<file path="config.mk">
export PLATFORM = sky130hd
export DESIGN_NAME = uitmr_top
export DESIGN_NICKNAME = d
export VERILOG_FILES = /design/src/verilog/uitmr_pkg.sv /design/src/verilog/uitmr_flag.sv /design/src/verilog/uitmr_timer.sv /design/src/verilog/uitmr_top.sv
export VERILOG_INCLUDE_DIRS = /design/src /design/src/verilog
export SDC_FILE = /design/constraint.sdc
export NUM_CORES = 1
export LEC_CHECK = 0
export BUFFER_PORTS_ARGS = -buffer_cell sky130_fd_sc_hd__buf_2
export CAP_MARGIN = 0
export CORE_ASPECT_RATIO = 0.8
export CORE_UTILIZATION = 38
export DETAILED_ROUTE_END_ITERATION = 10
export HOLD_SLACK_MARGIN = 0.12
export PLACE_DENSITY = 0.67
export SLEW_MARGIN = 15
export SYNTH_ARGS = -nofsm -noshare
export SYNTH_HDL_FRONTEND = slang
export SYNTH_HIERARCHICAL = 1
export SYNTH_SLANG_ARGS = --single-unit
export TNS_END_PERCENT = 20
</file>
<file path="constraint.sdc">
create_clock -name clock -period 3.3 [get_ports clock]
set_input_delay 0.66 -clock clock [delete_from_list [all_inputs] [get_ports clock]]
set_output_delay 0.66 -clock clock [all_outputs]
set_load 0.05 [all_outputs]
</file>
<file path="src/verilog/uitmr_consts.svh">
// constants for the interrupt aggregation and counter/timer block
// assumes inclusion by bare name from design files
`ifndef UITMR_CONSTS_SVH
`define UITMR_CONSTS_SVH
// ****************************************
// register addresses (four address lines)
// ****************************************
`define UITMR_ADDR_MASK 4'h5
`define UITMR_ADDR_PRE_HI 4'h6
`define UITMR_ADDR_PRE_LO 4'h7
`define UITMR_ADDR_VECTOR 4'hC
`define UITMR_ADDR_START 4'hE
`define UITMR_ADDR_STOP 4'hF
`define UITMR_ADDR_INCHG 4'h4
// ****************************************
// cause flag bit positions
// ****************************************
`define UITMR_BIT_TX_A 0
`define UITMR_BIT_RX_A 1
`define UITMR_BIT_BRK_A 2
`define UITMR_BIT_CTR 3
`define UITMR_BIT_TX_B 4
`define UITMR_BIT_RX_B 5
`define UITMR_BIT_BRK_B 6
`define UITMR_BIT_INPORT 7
// ****************************************
// reset values
// ****************************************
`define UITMR_VECTOR_RESET 8'h0F
`define UITMR_MASK_RESET 8'h00
`define UITMR_PRESET_RESET 16'h0002
`define UITMR_READ_IDLE 8'h00
`endif

</file>
<file path="src/verilog/uitmr_pkg.sv">
// types shared by the interrupt and counter/timer block
// assumes no surroundings beyond the compile order
package uitmr_pkg;
    typedef logic [7:0] uitmr_byte_t;
    typedef enum logic [1:0] {UITMR_IDLE, UITMR_RUN} uitmr_state_e;
endpackage

</file>
<file path="src/verilog/uitmr_flag.sv">
// one sticky cause flag with set-over-clear priority
// assumes set and clear are single-cycle pulses in the clock domain
`timescale 1ns/10ps
`default_nettype none
module uitmr_flag (
    input wire logic clock,
    input wire logic rst,
    input wire logic set_pulse,
    input wire logic clear_pulse,
    output logic flag
);
    // a set landing with a clear wins so no event is lost
    always_ff @(posedge clock) begin
        if (rst) begin
            flag <= 1'b0;
        end else if (set_pulse) begin
            flag <= 1'b1;
        end else if (clear_pulse) begin
            flag <= 1'b0;
        end
    end
endmodule
`default_nettype wire

</file>
<file path="src/verilog/uitmr_timer.sv">
// timer-mode down counter producing a square wave and a cycle pulse
// assumes tick is a one-cycle enable from the counter/timer clock source
`timescale 1ns/10ps
`default_nettype none
module uitmr_timer
    import uitmr_pkg::*;
#(
    parameter int WIDTH = 16
) (
    input wire logic clock,
    input wire logic rst,
    input wire logic tick,
    input wire logic start,
    input wire logic [WIDTH-1:0] preset,
    output logic running,
    output logic square_out,
    output logic cycle_done
);
    logic [WIDTH-1:0] count_reg;
    uitmr_state_e state_reg;
    logic at_end;

    assign at_end = (count_reg == {{(WIDTH-1){1'b0}}, 1'b1});
    assign running = (state_reg == UITMR_RUN);

    // idle after reset; start reloads; then free running
    always_ff @(posedge clock) begin
        if (rst) begin
            state_reg <= UITMR_IDLE;
        end else if (start) begin
            state_reg <= UITMR_RUN;
        end
    end

    // preset sampled at start and at each half-period boundary
    always_ff @(posedge clock) begin
        if (rst) begin
            count_reg <= '0;
            square_out <= 1'b1;
            cycle_done <= 1'b0;
        end else begin
            cycle_done <= 1'b0;
            if (start) begin
                count_reg <= preset;
                square_out <= 1'b1;
            end else if (running && tick) begin
                if (at_end) begin
                    count_reg <= preset;
                    square_out <= ~square_out;
                    cycle_done <= ~square_out; // once per full cycle
                end else begin
                    count_reg <= count_reg - 1'b1;
                end
            end
        end
    end
endmodule
`default_nettype wire

</file>
<file path="src/verilog/uitmr_top.sv">
// interrupt aggregation and counter/timer of a dual serial controller
// assumes a synchronous bus: one-cycle read/write strobes, 4 address lines
// Summary of operation
// - channel A break start or end sets cause bit 2.
// - cause bit 2 clears only on channel A reset-break-change command.
// - channel A receive threshold or watchdog asserts cause bit 1.
// - channel A transmit level reached asserts cause bit 0.
// - rx/tx cause bits are independent of channel status ready bits.
// - interrupt request active when any cause and its mask bit are set.
// - a masked-off cause never affects the interrupt request.
// - mask gates only the request, not output pins or cause reads.
// - mask bits 7..0 follow cause layout; a one enables.
// - vector byte resets to 0x0F and holds host writes.
// - vector byte driven on acknowledge low or a read at 0xC.
// - outside vectored mode the vector byte is plain scratch storage.
// - 16-bit preset: high byte at 0x6, low byte at 0x7.
// - preset bytes are write-only; reads do not return them.
// - timer square wave period is twice the preset in timer clocks.
// - timer idles after reset until a read at address 1110.
// - once started the timer runs with no further commands.
// - each start aborts the current cycle and reloads the preset.
// - a preset rewrite takes effect at the next half-period.
// - counter-ready bit 3 set each wave cycle; stop read clears it.
// - input change bit 7 set on enabled change, cleared on its read.
`timescale 1ns/10ps
`default_nettype none
`include "uitmr_consts.svh"
module uitmr_top
    import uitmr_pkg::*;
#(
    parameter int PRESET_WIDTH = 16
) (
    input wire logic clock,
    input wire logic rst,
    input wire logic [3:0] bus_addr,
    input wire logic bus_read,
    input wire logic bus_write,
    input wire logic [7:0] bus_wdata,
    output logic [7:0] bus_rdata,
    output logic [7:0] bus_data_oe_n,
    input wire logic irq_acknowledge_in_n,
    input wire logic vectored_bus_mode,
    input wire logic ct_tick,
    input wire logic brk_a_change,
    input wire logic brk_a_reset_cmd,
    input wire logic rx_a_irq_flag,
    input wire logic tx_a_irq_flag,
    input wire logic brk_b_change,
    input wire logic brk_b_reset_cmd,
    input wire logic rx_b_irq_flag,
    input wire logic tx_b_irq_flag,
    input wire logic inport_change,
    output logic irq_request_out_n,
    output logic [7:0] interrupt_cause_flags,
    output logic timer_square_out,
    output logic timer_running
);
    // ****************************************
    // register map seen by the host
    // ****************************************
    // 0x4 read  : idle value; the read clears cause bit 7
    // 0x5 read  : cause flags, never masked
    // 0x5 write : enable mask, one bit per cause, a one enables
    // 0x6 write : upper preset byte, write-only
    // 0x7 write : lower preset byte, write-only
    // 0xC r/w   : vector byte, scratch byte outside vectored mode
    // 0xE read  : start command, restarts the timer from the preset
    // 0xF read  : stop command, clears cause bit 3, timer keeps running
    // all other addresses read as the idle value and ignore writes
    //
    // every strobe is taken on the edge that samples it; read data and the
    // bus enable follow one cycle later, the request pin one cycle after that
    // for a mask write and two cycles after that for a cause-clearing read

    // ****************************************
    // register storage and decode
    // ****************************************
    uitmr_byte_t interrupt_enable_mask_reg;
    uitmr_byte_t irq_vector_byte_reg;
    uitmr_byte_t timer_preload_high_reg;
    uitmr_byte_t timer_preload_low_reg;
    uitmr_byte_t read_mux;
    logic start_cmd;
    logic stop_cmd;
    logic inchg_read;
    logic ctr_cycle;
    logic brk_a_flag;
    logic brk_b_flag;
    logic ctr_flag;
    logic inport_flag;
    logic irq_any;
    logic irq_request_next;
    logic bus_drive;
    logic wr_mask;
    logic wr_vector;
    logic wr_pre_hi;
    logic wr_pre_lo;
    logic tx_a_cause_reg;
    logic rx_a_cause_reg;
    logic tx_b_cause_reg;
    logic rx_b_cause_reg;
    logic brk_a_cause_reg;
    logic ctr_cause_reg;
    logic brk_b_cause_reg;
    logic inport_cause_reg;

    // address match on a qualified strobe
    function automatic logic hit(input logic strobe, input logic [3:0] a,
                                 input logic [3:0] want);
        hit = strobe && (a == want);
    endfunction

    assign start_cmd = hit(bus_read, bus_addr, `UITMR_ADDR_START);
    assign stop_cmd = hit(bus_read, bus_addr, `UITMR_ADDR_STOP);
    assign inchg_read = hit(bus_read, bus_addr, `UITMR_ADDR_INCHG);

    // write strobes decoded once so each register block stays simple
    assign wr_mask = hit(bus_write, bus_addr, `UITMR_ADDR_MASK);
    assign wr_vector = hit(bus_write, bus_addr, `UITMR_ADDR_VECTOR);
    assign wr_pre_hi = hit(bus_write, bus_addr, `UITMR_ADDR_PRE_HI);
    assign wr_pre_lo = hit(bus_write, bus_addr, `UITMR_ADDR_PRE_LO);

    // mask written at 0x5, cleared by reset
    always_ff @(posedge clock) begin
        if (rst) begin
            interrupt_enable_mask_reg <= `UITMR_MASK_RESET;
        end else if (wr_mask) begin
            interrupt_enable_mask_reg <= bus_wdata;
        end
    end

    // vector byte doubles as scratch storage in strobed bus mode
    always_ff @(posedge clock) begin
        if (rst) begin
            irq_vector_byte_reg <= `UITMR_VECTOR_RESET;
        end else if (wr_vector) begin
            irq_vector_byte_reg <= bus_wdata;
        end
    end

    // preset halves; reset value respects the smallest legal preset
    always_ff @(posedge clock) begin
        if (rst) begin
            timer_preload_high_reg <= 8'(`UITMR_PRESET_RESET >> 8);
            timer_preload_low_reg <= 8'(`UITMR_PRESET_RESET);
        end else begin
            if (wr_pre_hi) begin
                timer_preload_high_reg <= bus_wdata;
            end
            if (wr_pre_lo) begin
                timer_preload_low_reg <= bus_wdata;
            end
        end
    end

    // ****************************************
    // cause flags
    // ****************************************
    // break flags are sticky until the channel command clears them
    uitmr_flag u_brk_a (
        .clock(clock),
        .rst(rst),
        .set_pulse(brk_a_change),
        .clear_pulse(brk_a_reset_cmd),
        .flag(brk_a_flag)
    );
    uitmr_flag u_brk_b (
        .clock(clock),
        .rst(rst),
        .set_pulse(brk_b_change),
        .clear_pulse(brk_b_reset_cmd),
        .flag(brk_b_flag)
    );
    uitmr_flag u_ctr (
        .clock(clock),
        .rst(rst),
        .set_pulse(ctr_cycle),
        .clear_pulse(stop_cmd),
        .flag(ctr_flag)
    );
    uitmr_flag u_inport (
        .clock(clock),
        .rst(rst),
        .set_pulse(inport_change),
        .clear_pulse(inchg_read),
        .flag(inport_flag)
    );

    // channel A rx/tx bits are level images of the interrupt sources,
    // not of the status ready bits, so they track the source directly
    always_ff @(posedge clock) begin
        if (rst) begin
            tx_a_cause_reg <= 1'b0;
            rx_a_cause_reg <= 1'b0;
        end else begin
            tx_a_cause_reg <= tx_a_irq_flag;
            rx_a_cause_reg <= rx_a_irq_flag;
        end
    end

    // channel B level sources follow the same one-cycle image
    always_ff @(posedge clock) begin
        if (rst) begin
            tx_b_cause_reg <= 1'b0;
            rx_b_cause_reg <= 1'b0;
        end else begin
            tx_b_cause_reg <= tx_b_irq_flag;
            rx_b_cause_reg <= rx_b_irq_flag;
        end
    end

    // sticky flags are retimed too so every cause bit comes from a flop, two edges
    // after its pulse against one for the levels; a read sees one consistent snapshot
    always_ff @(posedge clock) begin
        if (rst) begin
            brk_a_cause_reg <= 1'b0;
            ctr_cause_reg <= 1'b0;
            brk_b_cause_reg <= 1'b0;
            inport_cause_reg <= 1'b0;
        end else begin
            brk_a_cause_reg <= brk_a_flag;
            ctr_cause_reg <= ctr_flag;
            brk_b_cause_reg <= brk_b_flag;
            inport_cause_reg <= inport_flag;
        end
    end

    // cause register assembled from flops, bit 7 down to bit 0
    assign interrupt_cause_flags = {
        inport_cause_reg,
        brk_b_cause_reg,
        rx_b_cause_reg,
        tx_b_cause_reg,
        ctr_cause_reg,
        brk_a_cause_reg,
        rx_a_cause_reg,
        tx_a_cause_reg
    };

    // ****************************************
    // interrupt request
    // ****************************************
    // mask touches only this output; cause reads stay unmasked
    assign irq_any = |(interrupt_cause_flags & interrupt_enable_mask_reg);
    assign irq_request_next = ~irq_any;

    // registered so the request pin never glitches while causes settle
    always_ff @(posedge clock) begin
        if (rst) begin
            irq_request_out_n <= 1'b1;
        end else begin
            irq_request_out_n <= irq_request_next;
        end
    end

    // ****************************************
    // counter/timer
    // ****************************************
    uitmr_timer #(
        .WIDTH(PRESET_WIDTH)
    ) u_timer (
        .clock(clock),
        .rst(rst),
        .tick(ct_tick),
        .start(start_cmd),
        .preset({timer_preload_high_reg, timer_preload_low_reg}),
        .running(timer_running),
        .square_out(timer_square_out),
        .cycle_done(ctr_cycle)
    );

    // ****************************************
    // read path
    // ****************************************
    // preset addresses fall to the idle value so stored bytes never leak
    always_comb begin
        read_mux = `UITMR_READ_IDLE;
        if (!irq_acknowledge_in_n) begin
            read_mux = irq_vector_byte_reg;
        end else begin
            unique case (bus_addr)
                `UITMR_ADDR_MASK: read_mux = interrupt_cause_flags;
                `UITMR_ADDR_VECTOR: read_mux = irq_vector_byte_reg;
                `UITMR_ADDR_PRE_HI: read_mux = `UITMR_READ_IDLE;
                `UITMR_ADDR_PRE_LO: read_mux = `UITMR_READ_IDLE;
                default: read_mux = `UITMR_READ_IDLE;
            endcase
        end
    end

    // the bus is driven for a read strobe or an acknowledge, nothing else
    assign bus_drive = bus_read || !irq_acknowledge_in_n;

    // read data registered so the bus sees a settled byte
    always_ff @(posedge clock) begin
        if (rst) begin
            bus_rdata <= `UITMR_READ_IDLE;
        end else begin
            bus_rdata <= read_mux;
        end
    end

    // enable low while driving; released the cycle after the strobe
    always_ff @(posedge clock) begin
        if (rst) begin
            bus_data_oe_n <= 8'hFF;
        end else begin
            bus_data_oe_n <= bus_drive ? 8'h00 : 8'hFF;
        end
    end

    // ****************************************
    // limitations
    // ****************************************
    // the mode pin is carried for the system only: the vector byte keeps
    // the same read/write behaviour in both bus modes, which is what the
    // scratch use outside vectored mode needs anyway
    // counter mode is not built; the timer always makes a square wave
    // presets below two are the host's to avoid; one would toggle at the
    // tick rate and zero would count through the whole range first
endmodule
`default_nettype wire

</file>
==> results.md, run 1 <==
Global route:
- In the global route stage, met2 resource usage came out at 0.251.
- In the global route stage, overall resource usage came out at 0.177.
- Summed over all layers, the global routing overflow is 0.
- The maximum number of pins on one net before global-route repair is 37.
- The initial antenna violation count was 0.
- The met3 track utilization from global routing is 0.0479.
- The via count of the first global-routing pass is 2594.
- The layer carrying the most global-route usage is met1.
- The first global-routing pass estimated 12900 um of wire.
- For this run, global-route usage on met1 was measured as 0.253.

STA:
- The number of endpoints with negative hold slack in the final report is 0.
- Of the available clock period, the critical path in the final layout requires 0.733.
- Setup repair after global routing left no endpoint under its margin.
- The minimum clock period after layout is 2.42 ns.
- Summed over all failing endpoints, the final setup total negative slack is 0 ns.
- The number of endpoints failing setup at the final stage is 0.
- Based on the critical path, the design can be clocked at up to between 400 and 500 MHz.
- In this run the tightest slew margin relative to its limit is 0.363.
- The slew at the pin closest to its max-slew limit is 0.955 ns.
- Between clock sinks in the finished design, the worst skew comes to 0.00599 ns.
- The final max-slew violation count is 0.

Worst setup path:
- The endpoint class of the critical path is a flop.
- The worst setup path is of the flop to flop kind.
- STA classifies the critical path startpoint as a flop.
- Data arrives at the worst endpoint at 2.62 ns.
- The worst endpoint required time is 3.50 ns.
- Among all stages on the critical path, the largest delay is contributed by or3b_2.
- The top fanout value on the critical path is 9.
- The total buffers and inverters traversed by the critical path is 2.
- The critical path goes through inv_1 -> ha_1 -> or3b_2 -> nor4_4 -> buf_4 -> a21oi_1 -> o311ai_0 -> a31oi_1.
- The largest single stage delay on the critical path is a little over 0.5 ns.
- The kind of cell with the highest combined delay on the critical path is simple AND/OR/NAND/NOR gates.

Drt:
- The routed wire length per instance is 15.0 um.
- Detailed routing inserted a total of 2719 vias.
- The detailed router finished its first iteration with about 170 violations.
- The number of detailed-route iterations in the first pass is 5.
- The count of unresolved DRC violations after routing is 0.
- Once detail routing completed, the nets flagged for antenna violations numbered 0.
- In the routed layout, each cell is associated on average with a via count of 5.26.
- The total length of routed wires is 7730 um.

Floorplanning:
- The region available for standard cell placement spans approximately 8600 um^2.
- The initialized floorplan defines 30 standard-cell rows.
- The width of the chip is 108 um.
- The die area is roughly 9400 um^2.
- The die extent in y is 87.1 um.
- The initial utilization of the core area, before any placement, comes to 0.398.
- In this run the count of I/O pins placed on the die edge is between 50 and 60.

Cells and area:
- The repair_antennas step left the layout with diodes totalling 0.
- Once layout is complete, the utilization of the core stands at 0.461.
- The design area is roughly 4000 um^2.
- The share of post-route cells with drive strength above 1 is 0.232.
- The area growth from synthesis to layout is 15.6%.
- The number of nets in the final layout is ~430.
- The library cell used most frequently in the layout, excluding fill and tap cells, is dfxtp_1.
- The library cells used most frequently in the layout, excluding fill and tap cells, are 73 x dfxtp_1, 53 x buf_2, 42 x nand2b_1, 34 x nor2_1, 33 x mux2i_1.
- The register with the most flip-flops in the layout has 16 of them.

Yosys:
- Dividing the synthesized area by the synthesized cell count gives 9.40 um^2.
- The share of synthesized area occupied by flip-flops and latches is 0.425.
- The total number of yosys warnings is 6.
- The synthesized instance count is 366.
- Counting flops with an async set or reset pin after synthesis yields a share of 0.
- Among all flip-flop cells after synthesis, the most frequent one is dfxtp_1.
- Synthesis inferred 73 register bits.
- The netlist uses 56 different library cells.
- The post-synthesis net count is 396.
- Yosys mapped a number of flops with a built-in enable equal to 0.
- The synthesized netlist occupies a cell area of 3440 um^2.

Placed design:
- The instance area at placement is 3670 um^2.
- The count of buffers added on input and output ports is 53.
- The congestion estimate from routability-driven global placement came to 0.891.
- After legalization and detailed placement, the total HPWL measured 5520 um.

Worst hold path:
- The path category of the worst min-delay check is flop to flop.

Pwr:
- The power per cell area is approximately 540 nW/um^2.
- The largest vdd supply drop is 0.311 mV.
- The analysis attributes to cell leakage a power of between 1.5 and 2 nW.

Run:
- The tool flagged a number of max-cap violations equal to 0.

Clocking:
- In this run, post-CTS repair resized a total of 0 instances.
- CTS placed an instance of clkbuf_16 at the clock tree root.
- The register clock-pin slew on the reported worst setup and hold paths is about 0.060 ns.
- TritonCTS created 9 clock buffers.
- TritonCTS built the clock tree.
- After clock tree synthesis, the flow added hold-fix buffers numbering 0.
- The maximum level of the CTS H-tree is 3.
- The post-CTS repair timing setup buffer count is 0.
- In this run the deepest clock path goes through 2 buffers.
- For the worst-skew pair, the clock arrives at the later sink with an insertion delay of 0.33 ns.
- The clock sink total is 73.

Run status:
- The flow ran to the end, and the final reports show no timing, DRC or antenna violations.
==> report_power, final <==
part           internal (mW)  switching [mW]
registers              0.904          0.0172
logic                 0.0803           0.150
clock network          0.654           0.349
==> logic make-up (layout without fill, tap and decap cells) <==
family                   count (synthesis)  count (layout)  synth area share
XOR/XNOR                                 2               2           0.00509
buffers and inverters                   43              82            0.0709
AND/OR/NAND/NOR                        156             156             0.270
AO/OA/AOI/OAI                           57              57             0.126
flip-flops                              73              73             0.425
multiplexers                            33              33            0.0960
adder cells (fa/ha/maj)                  2               2           0.00727
==> per-stage QoR <==
step | power [mW] | cells | worst slack (ns) | hold WS (ns)
floorplan | 1.12 | 366 | 1.20 | 0.412
finish | 2.15 | 517 | 0.881 | 0.441
CTS | 2.17 | 517 | 0.919 | 0.446
detailed placement | 1.17 | 502 | 0.849 | 0.438
global route | 2.24 | 517 | 0.729 | 0.481
global placement | 1.17 | 502 | 0.892 | 0.433
==> worst paths after layout <==
kind	slack (ns)	end	depth (start not counted)	from
worst max register to register	0.88	u_timer/count_reg[10]	8	u_timer/count_reg[1]
worst max-delay path	0.88	u_timer/count_reg[10]	8	u_timer/count_reg[1]
worst min-delay path	0.44	u_ctr/flag	2	u_timer/cycle_done
worst min register to register	0.44	u_ctr/flag	2	u_timer/cycle_done
==> routing by layer <==
metal | wire (um) | share of wire
met4 | 82 | 0.011
met1 | 3840 | 0.50
met2 | 3340 | 0.43
met5 | 0 | 0
met3 | 471 | 0.061
==> area by class of cell <==
type,count,area [um^2]
Tap cell,112,140
Multi-Input combinational cell,250,1730
Timing Repair Buffer,57,295
Fill cell,834,4660
Inverter,10,37.5
Clock inverter,6,83.8
Clock buffer,9,225
Sequential cell,73,1460
==> synthesized netlist by cell type (2+ instances only) <==
master | n | area, um^2
o21ai_0 | 4 | 20.0
a22o_1 | 8 | 70.1
inv_1 | 10 | 37.5
buf_2 | 6 | 30.0
nand3_1 | 6 | 30.0
or3b_2 | 2 | 17.5
buf_4 | 18 | 135
or2_2 | 4 | 25.0
a31oi_1 | 7 | 43.8
o311a_1 | 2 | 20.0
clkbuf_1 | 7 | 26.3
o41ai_1 | 2 | 17.5
a21o_1 | 4 | 30.0
nor4_4 | 2 | 42.5
nor2_1 | 34 | 128
nor2b_1 | 9 | 56.3
nand2b_1 | 42 | 263
or3_1 | 6 | 37.5
nand4_1 | 2 | 12.5
nand4_2 | 2 | 25.0
a22oi_1 | 5 | 37.5
a21oi_2 | 5 | 43.8
xor2_1 | 2 | 17.5
o32ai_1 | 2 | 17.5
a211oi_1 | 2 | 15.0
a21oi_1 | 7 | 35.0
nand2_1 | 16 | 60.1
mux2i_1 | 33 | 330
dfxtp_1 | 73 | 1460
nor4_1 | 8 | 50.1
nor3_1 | 8 | 40.0
or4_1 | 3 | 22.5
ha_1 | 2 | 25.0
==> worst min-delay path, stage by stage, from the launching register on <==
cell and delay, ns:
dfxtp_1 0.30, inv_1 0.06, a21oi_2 0.04
No activity file was read; power rests on OpenSTA's default activity.
==> run 2: changes to the inputs <==
- ABC_AREA: not set -> 1
- clock period: 3.3 -> 2.4 ns (I/O delays scaled with it)
==> results.md, run 2 <==
STA:
- Setup repair after global routing left no endpoint under its margin.
- The clock skew after layout is approximately 0.0056 ns.
- The number of endpoints with negative hold slack in the final report is 0.
- The minimum clock period after layout is 1.93 ns.
- The final max-slew violation count came to 0.
- Setup violations remaining at the end of the flow were counted as 0.
- The share of the cycle needed by the critical path after routing is 0.803.
- The worst hold-check slack is 0.353 ns.
- The maximum clock frequency is 519 MHz.
- The setup TNS is 0 ns.
- The worst slew margin relative to its limit is 0.690.
- At the pin with the least slew margin, the transition time is 0.462 ns.

Worst setup path:
- The path type of the worst setup path is input port to flop.
- The arrival time reported for the critical path endpoint is between 2 and 2.5 ns.
- In this run the critical register-to-register path is launched from u_timer/count_reg[1].
- The worst register-to-register path has a setup slack of 0.63 ns.
- STA puts the critical path data required time at 2.66 ns.
- STA classifies the critical path startpoint as an input port.
- For the worst flop-to-flop path, the logic depth is 10.
- In this run the worst path has a maximum fanout of 23.
- The endpoint identified for the worst register-to-register timing path is u_timer/count_reg[13].
- STA classifies the critical path endpoint as a flop.

Floorplanning:
- The number of top-level design ports is 55.
- The total core area is 8710 um^2.
- The die is slightly below 90 um tall.
- For this configuration, the core starts out at a cell density of 0.402.
- The die area is 9600 um^2.
- The width of the chip is 109 um.
- After floorplanning, the core was divided into 30 placement rows.

Pwr:
- The share of power burned in combinational logic is 0.138.
- The internal power is around 2.2 mW.
- The part of the power in registers is 0.423.
- Dividing total power by cell area gives a power density of 751 nW/um^2.
- The overall power is 3.02 mW.
- The leakage power is 1.89 nW.
- The worst-case IR drop observed on VDD is 0.333 mV.
- Of the total power, the share spent switching nets is 0.277.
- The part of the total power dissipated in the clock network is 0.439.
- The power spent charging and discharging nets is 0.836 mW.

Cells and area:
- The number of cells in the finished layout apart from fillers is 649.
- The number of fillers in the final layout is between 900 and 1k.
- The number of antenna diodes in the final layout is 0.
- The share of post-route cells with drive strength above 1 is 0.196.
- In the layout the commonest cells are 111 x nand2_1, 73 x dfxtp_1, 69 x nor2_1, 56 x inv_1, 53 x buf_2.
- The design area is ~4000 um^2.
- The area growth from synthesis to layout is 15.0%.
- The most frequent standard cell in the layout excluding fill and tap cells is nand2_1.
- The number of nets in the final layout is roughly 560.
- The number of flip-flops in the largest register is 16.

Yosys:
- The most common cell in the netlist is nand2_1.
- By count the netlist is led by 111 x nand2_1, 73 x dfxtp_1, 69 x nor2_1.
- The area share of the largest cell type after synthesis is 0.417.
- Counting every instance in the synthesized netlist gives 492.
- The mean instance size in the synthesized netlist is between 7 and 8 um^2.
- The share of synthesized area occupied by flip-flops and latches is 0.417.
- Counting flops with an async set or reset pin after synthesis yields a share of 0.
- The number of distinct library cells after synthesis is 29.
- The post-synthesis net count is 522.
- The largest area contributor in the netlist is dfxtp_1.
- After synthesis, the cell types taking the most area are dfxtp_1 42%, nand2_1 12%, nor2_1 7.4%, inv_1 6.0%, o21ai_0 5.0%.
- The most used flip-flop cell after synthesis is dfxtp_1.
- The post-synthesis instance area is 3500 um^2.
- The number of flops mapped to enable cells by yosys is 0.
- Synthesis inferred 73 register bits.
- Yosys printed 6 warnings.

Clocking:
- Buffers inserted to repair hold after CTS numbered 0.
- Clock-pin slew was measured on the worst setup and hold paths at 0.06 ns.
- The TritonCTS clock tree is yes.
- The maximum root-to-sink buffer count is 2.
- Post-CTS repair changed the size of 0 cells.
- The worst-skew pair later-pin latency is 0.33 ns.
- CTS built an H-tree with a depth of 3.
- Post-CTS timing repair inserted 0 buffers for setup.
- The tree built by TritonCTS fans out to 73 sinks.
- TritonCTS created 9 clock buffers.
- The root cell of the clock tree is clkbuf_16.

Drt:
- The starting DRC count in detailed routing is 221.
- The residual antenna-violating net count after detailed routing is 0.
- The count of unresolved DRC violations after routing is 0.
- The routed wire length per instance is 13.0 um.
- The number of detailed-route iterations in the first pass is 5.
- After detailed routing, the number of vias per cell comes to slightly below 5.
- Wires add up to 8420 um.
- Detailed routing inserted a total of 3164 vias.

Global route:
- The initial antenna violation count is 0.
- After global routing the overflow that remains totals 0.
- The first global-routing pass estimated between 10000 and 15000 um of wire.
- Across every metal layer, demand over resource in global routing totals 0.191.
- Entering global routing, the biggest net connects 35 pins.
- The via count of the first global-routing pass is 2932.

Run status:
- The flow ran to the end, and the final reports show no timing, DRC or antenna violations.

Worst hold path:
- The startpoint identified for the worst hold timing path is rx_a_irq_flag.
- The path with the worst hold slack has its endpoint at rx_a_cause_reg.
- The worst hold path was traced through 3 stages.
- The tightest min-delay check is of the input port to flop type.

Placed design:
- Input and output buffers added on the ports amount to 53.
- The final weighted congestion of routability-driven global placement is between 0.8 and 0.9.
- The sum of net half-perimeters after detailed placement is 6150 um.
- The instance area at placement is 3730 um^2.
- Once placement completed, the tool counted placed cells totaling 633.

Run:
- Max-cap violations in this run came to 0.
-- run 2: worst max-delay path, cell delays in order --
cell and delay (ns):
buf_2 0.12, inv_1 0.07, nand2_2 0.15, nor3_1 0.41, inv_1 0.23, nand2_4 0.28
inv_2 0.13, nand2_1 0.08, nand3_1 0.06, a21oi_1 0.15
-- run 2: logic make-up after synthesis --
family,count (synthesis),share of synthesized area
DFF,73,0.417
adders and majority gates,2,0.00715
AOI/OAI and AO/OA,69,0.104
buffers and inverters,89,0.123
xor gates and xnor gates,7,0.0175
and+or+nand+nor,252,0.331
-- run 2: cell type report --
class / count / area, um^2 / share of cell area
tap: 112 / 140 / 0.0348
timing repair buffer: 56 / 288 / 0.0715
sequential: 73 / 1460 / 0.363
clock inverter: 6 / 67.6 / 0.0168
inverter: 62 / 233 / 0.0578
clock buffer: 10 / 229 / 0.0569
multi-input combinational: 330 / 1610 / 0.399
-- run 2: power groups by stage --
stage               clock [mW]  combinational [mW]  sequential (mW)
floorplan                    0               0.310             1.32
global placement             0               0.409             1.30
detailed placement           0               0.415             1.30
CTS                       1.35               0.418             1.28
global route              1.41               0.471             1.28
finish                    1.33               0.417             1.28
-- run 2: worst max path at each step --
stage	endpoint	start
2_1_floorplan	u_timer/count_reg[15]	bus_addr[0]
3_3_place_gp	u_timer/count_reg[12]	bus_addr[0]
3_5_place_dp	u_timer/count_reg[13]	bus_addr[0]
4_1_cts	u_timer/count_reg[13]	bus_addr[0]
5_1_grt	u_timer/count_reg[13]	bus_addr[0]
6_report	u_timer/count_reg[13]	bus_addr[0]
-- run 2: metrics by stage --
step | utilization | worst slack, ns
after CTS | 0.462 | 0.465
after floorplan | - | 0.611
final | 0.462 | 0.472
after detailed placement | 0.428 | 0.115
after global placement | 0.428 | 0.194
after global routing | 0.462 | 0.281
-- run 2: metal layers --
| metal | global-route usage | wire [um] | share of wire |
|---|---|---|---|
| met5 | 0 | 0 | 0 |
| met3 | 0.0350 | 465 | 0.055 |
| met2 | 0.300 | 3640 | 0.43 |
| met1 | 0.269 | 4250 | 0.51 |
| met4 | 0.0545 | 59 | 0.0070 |
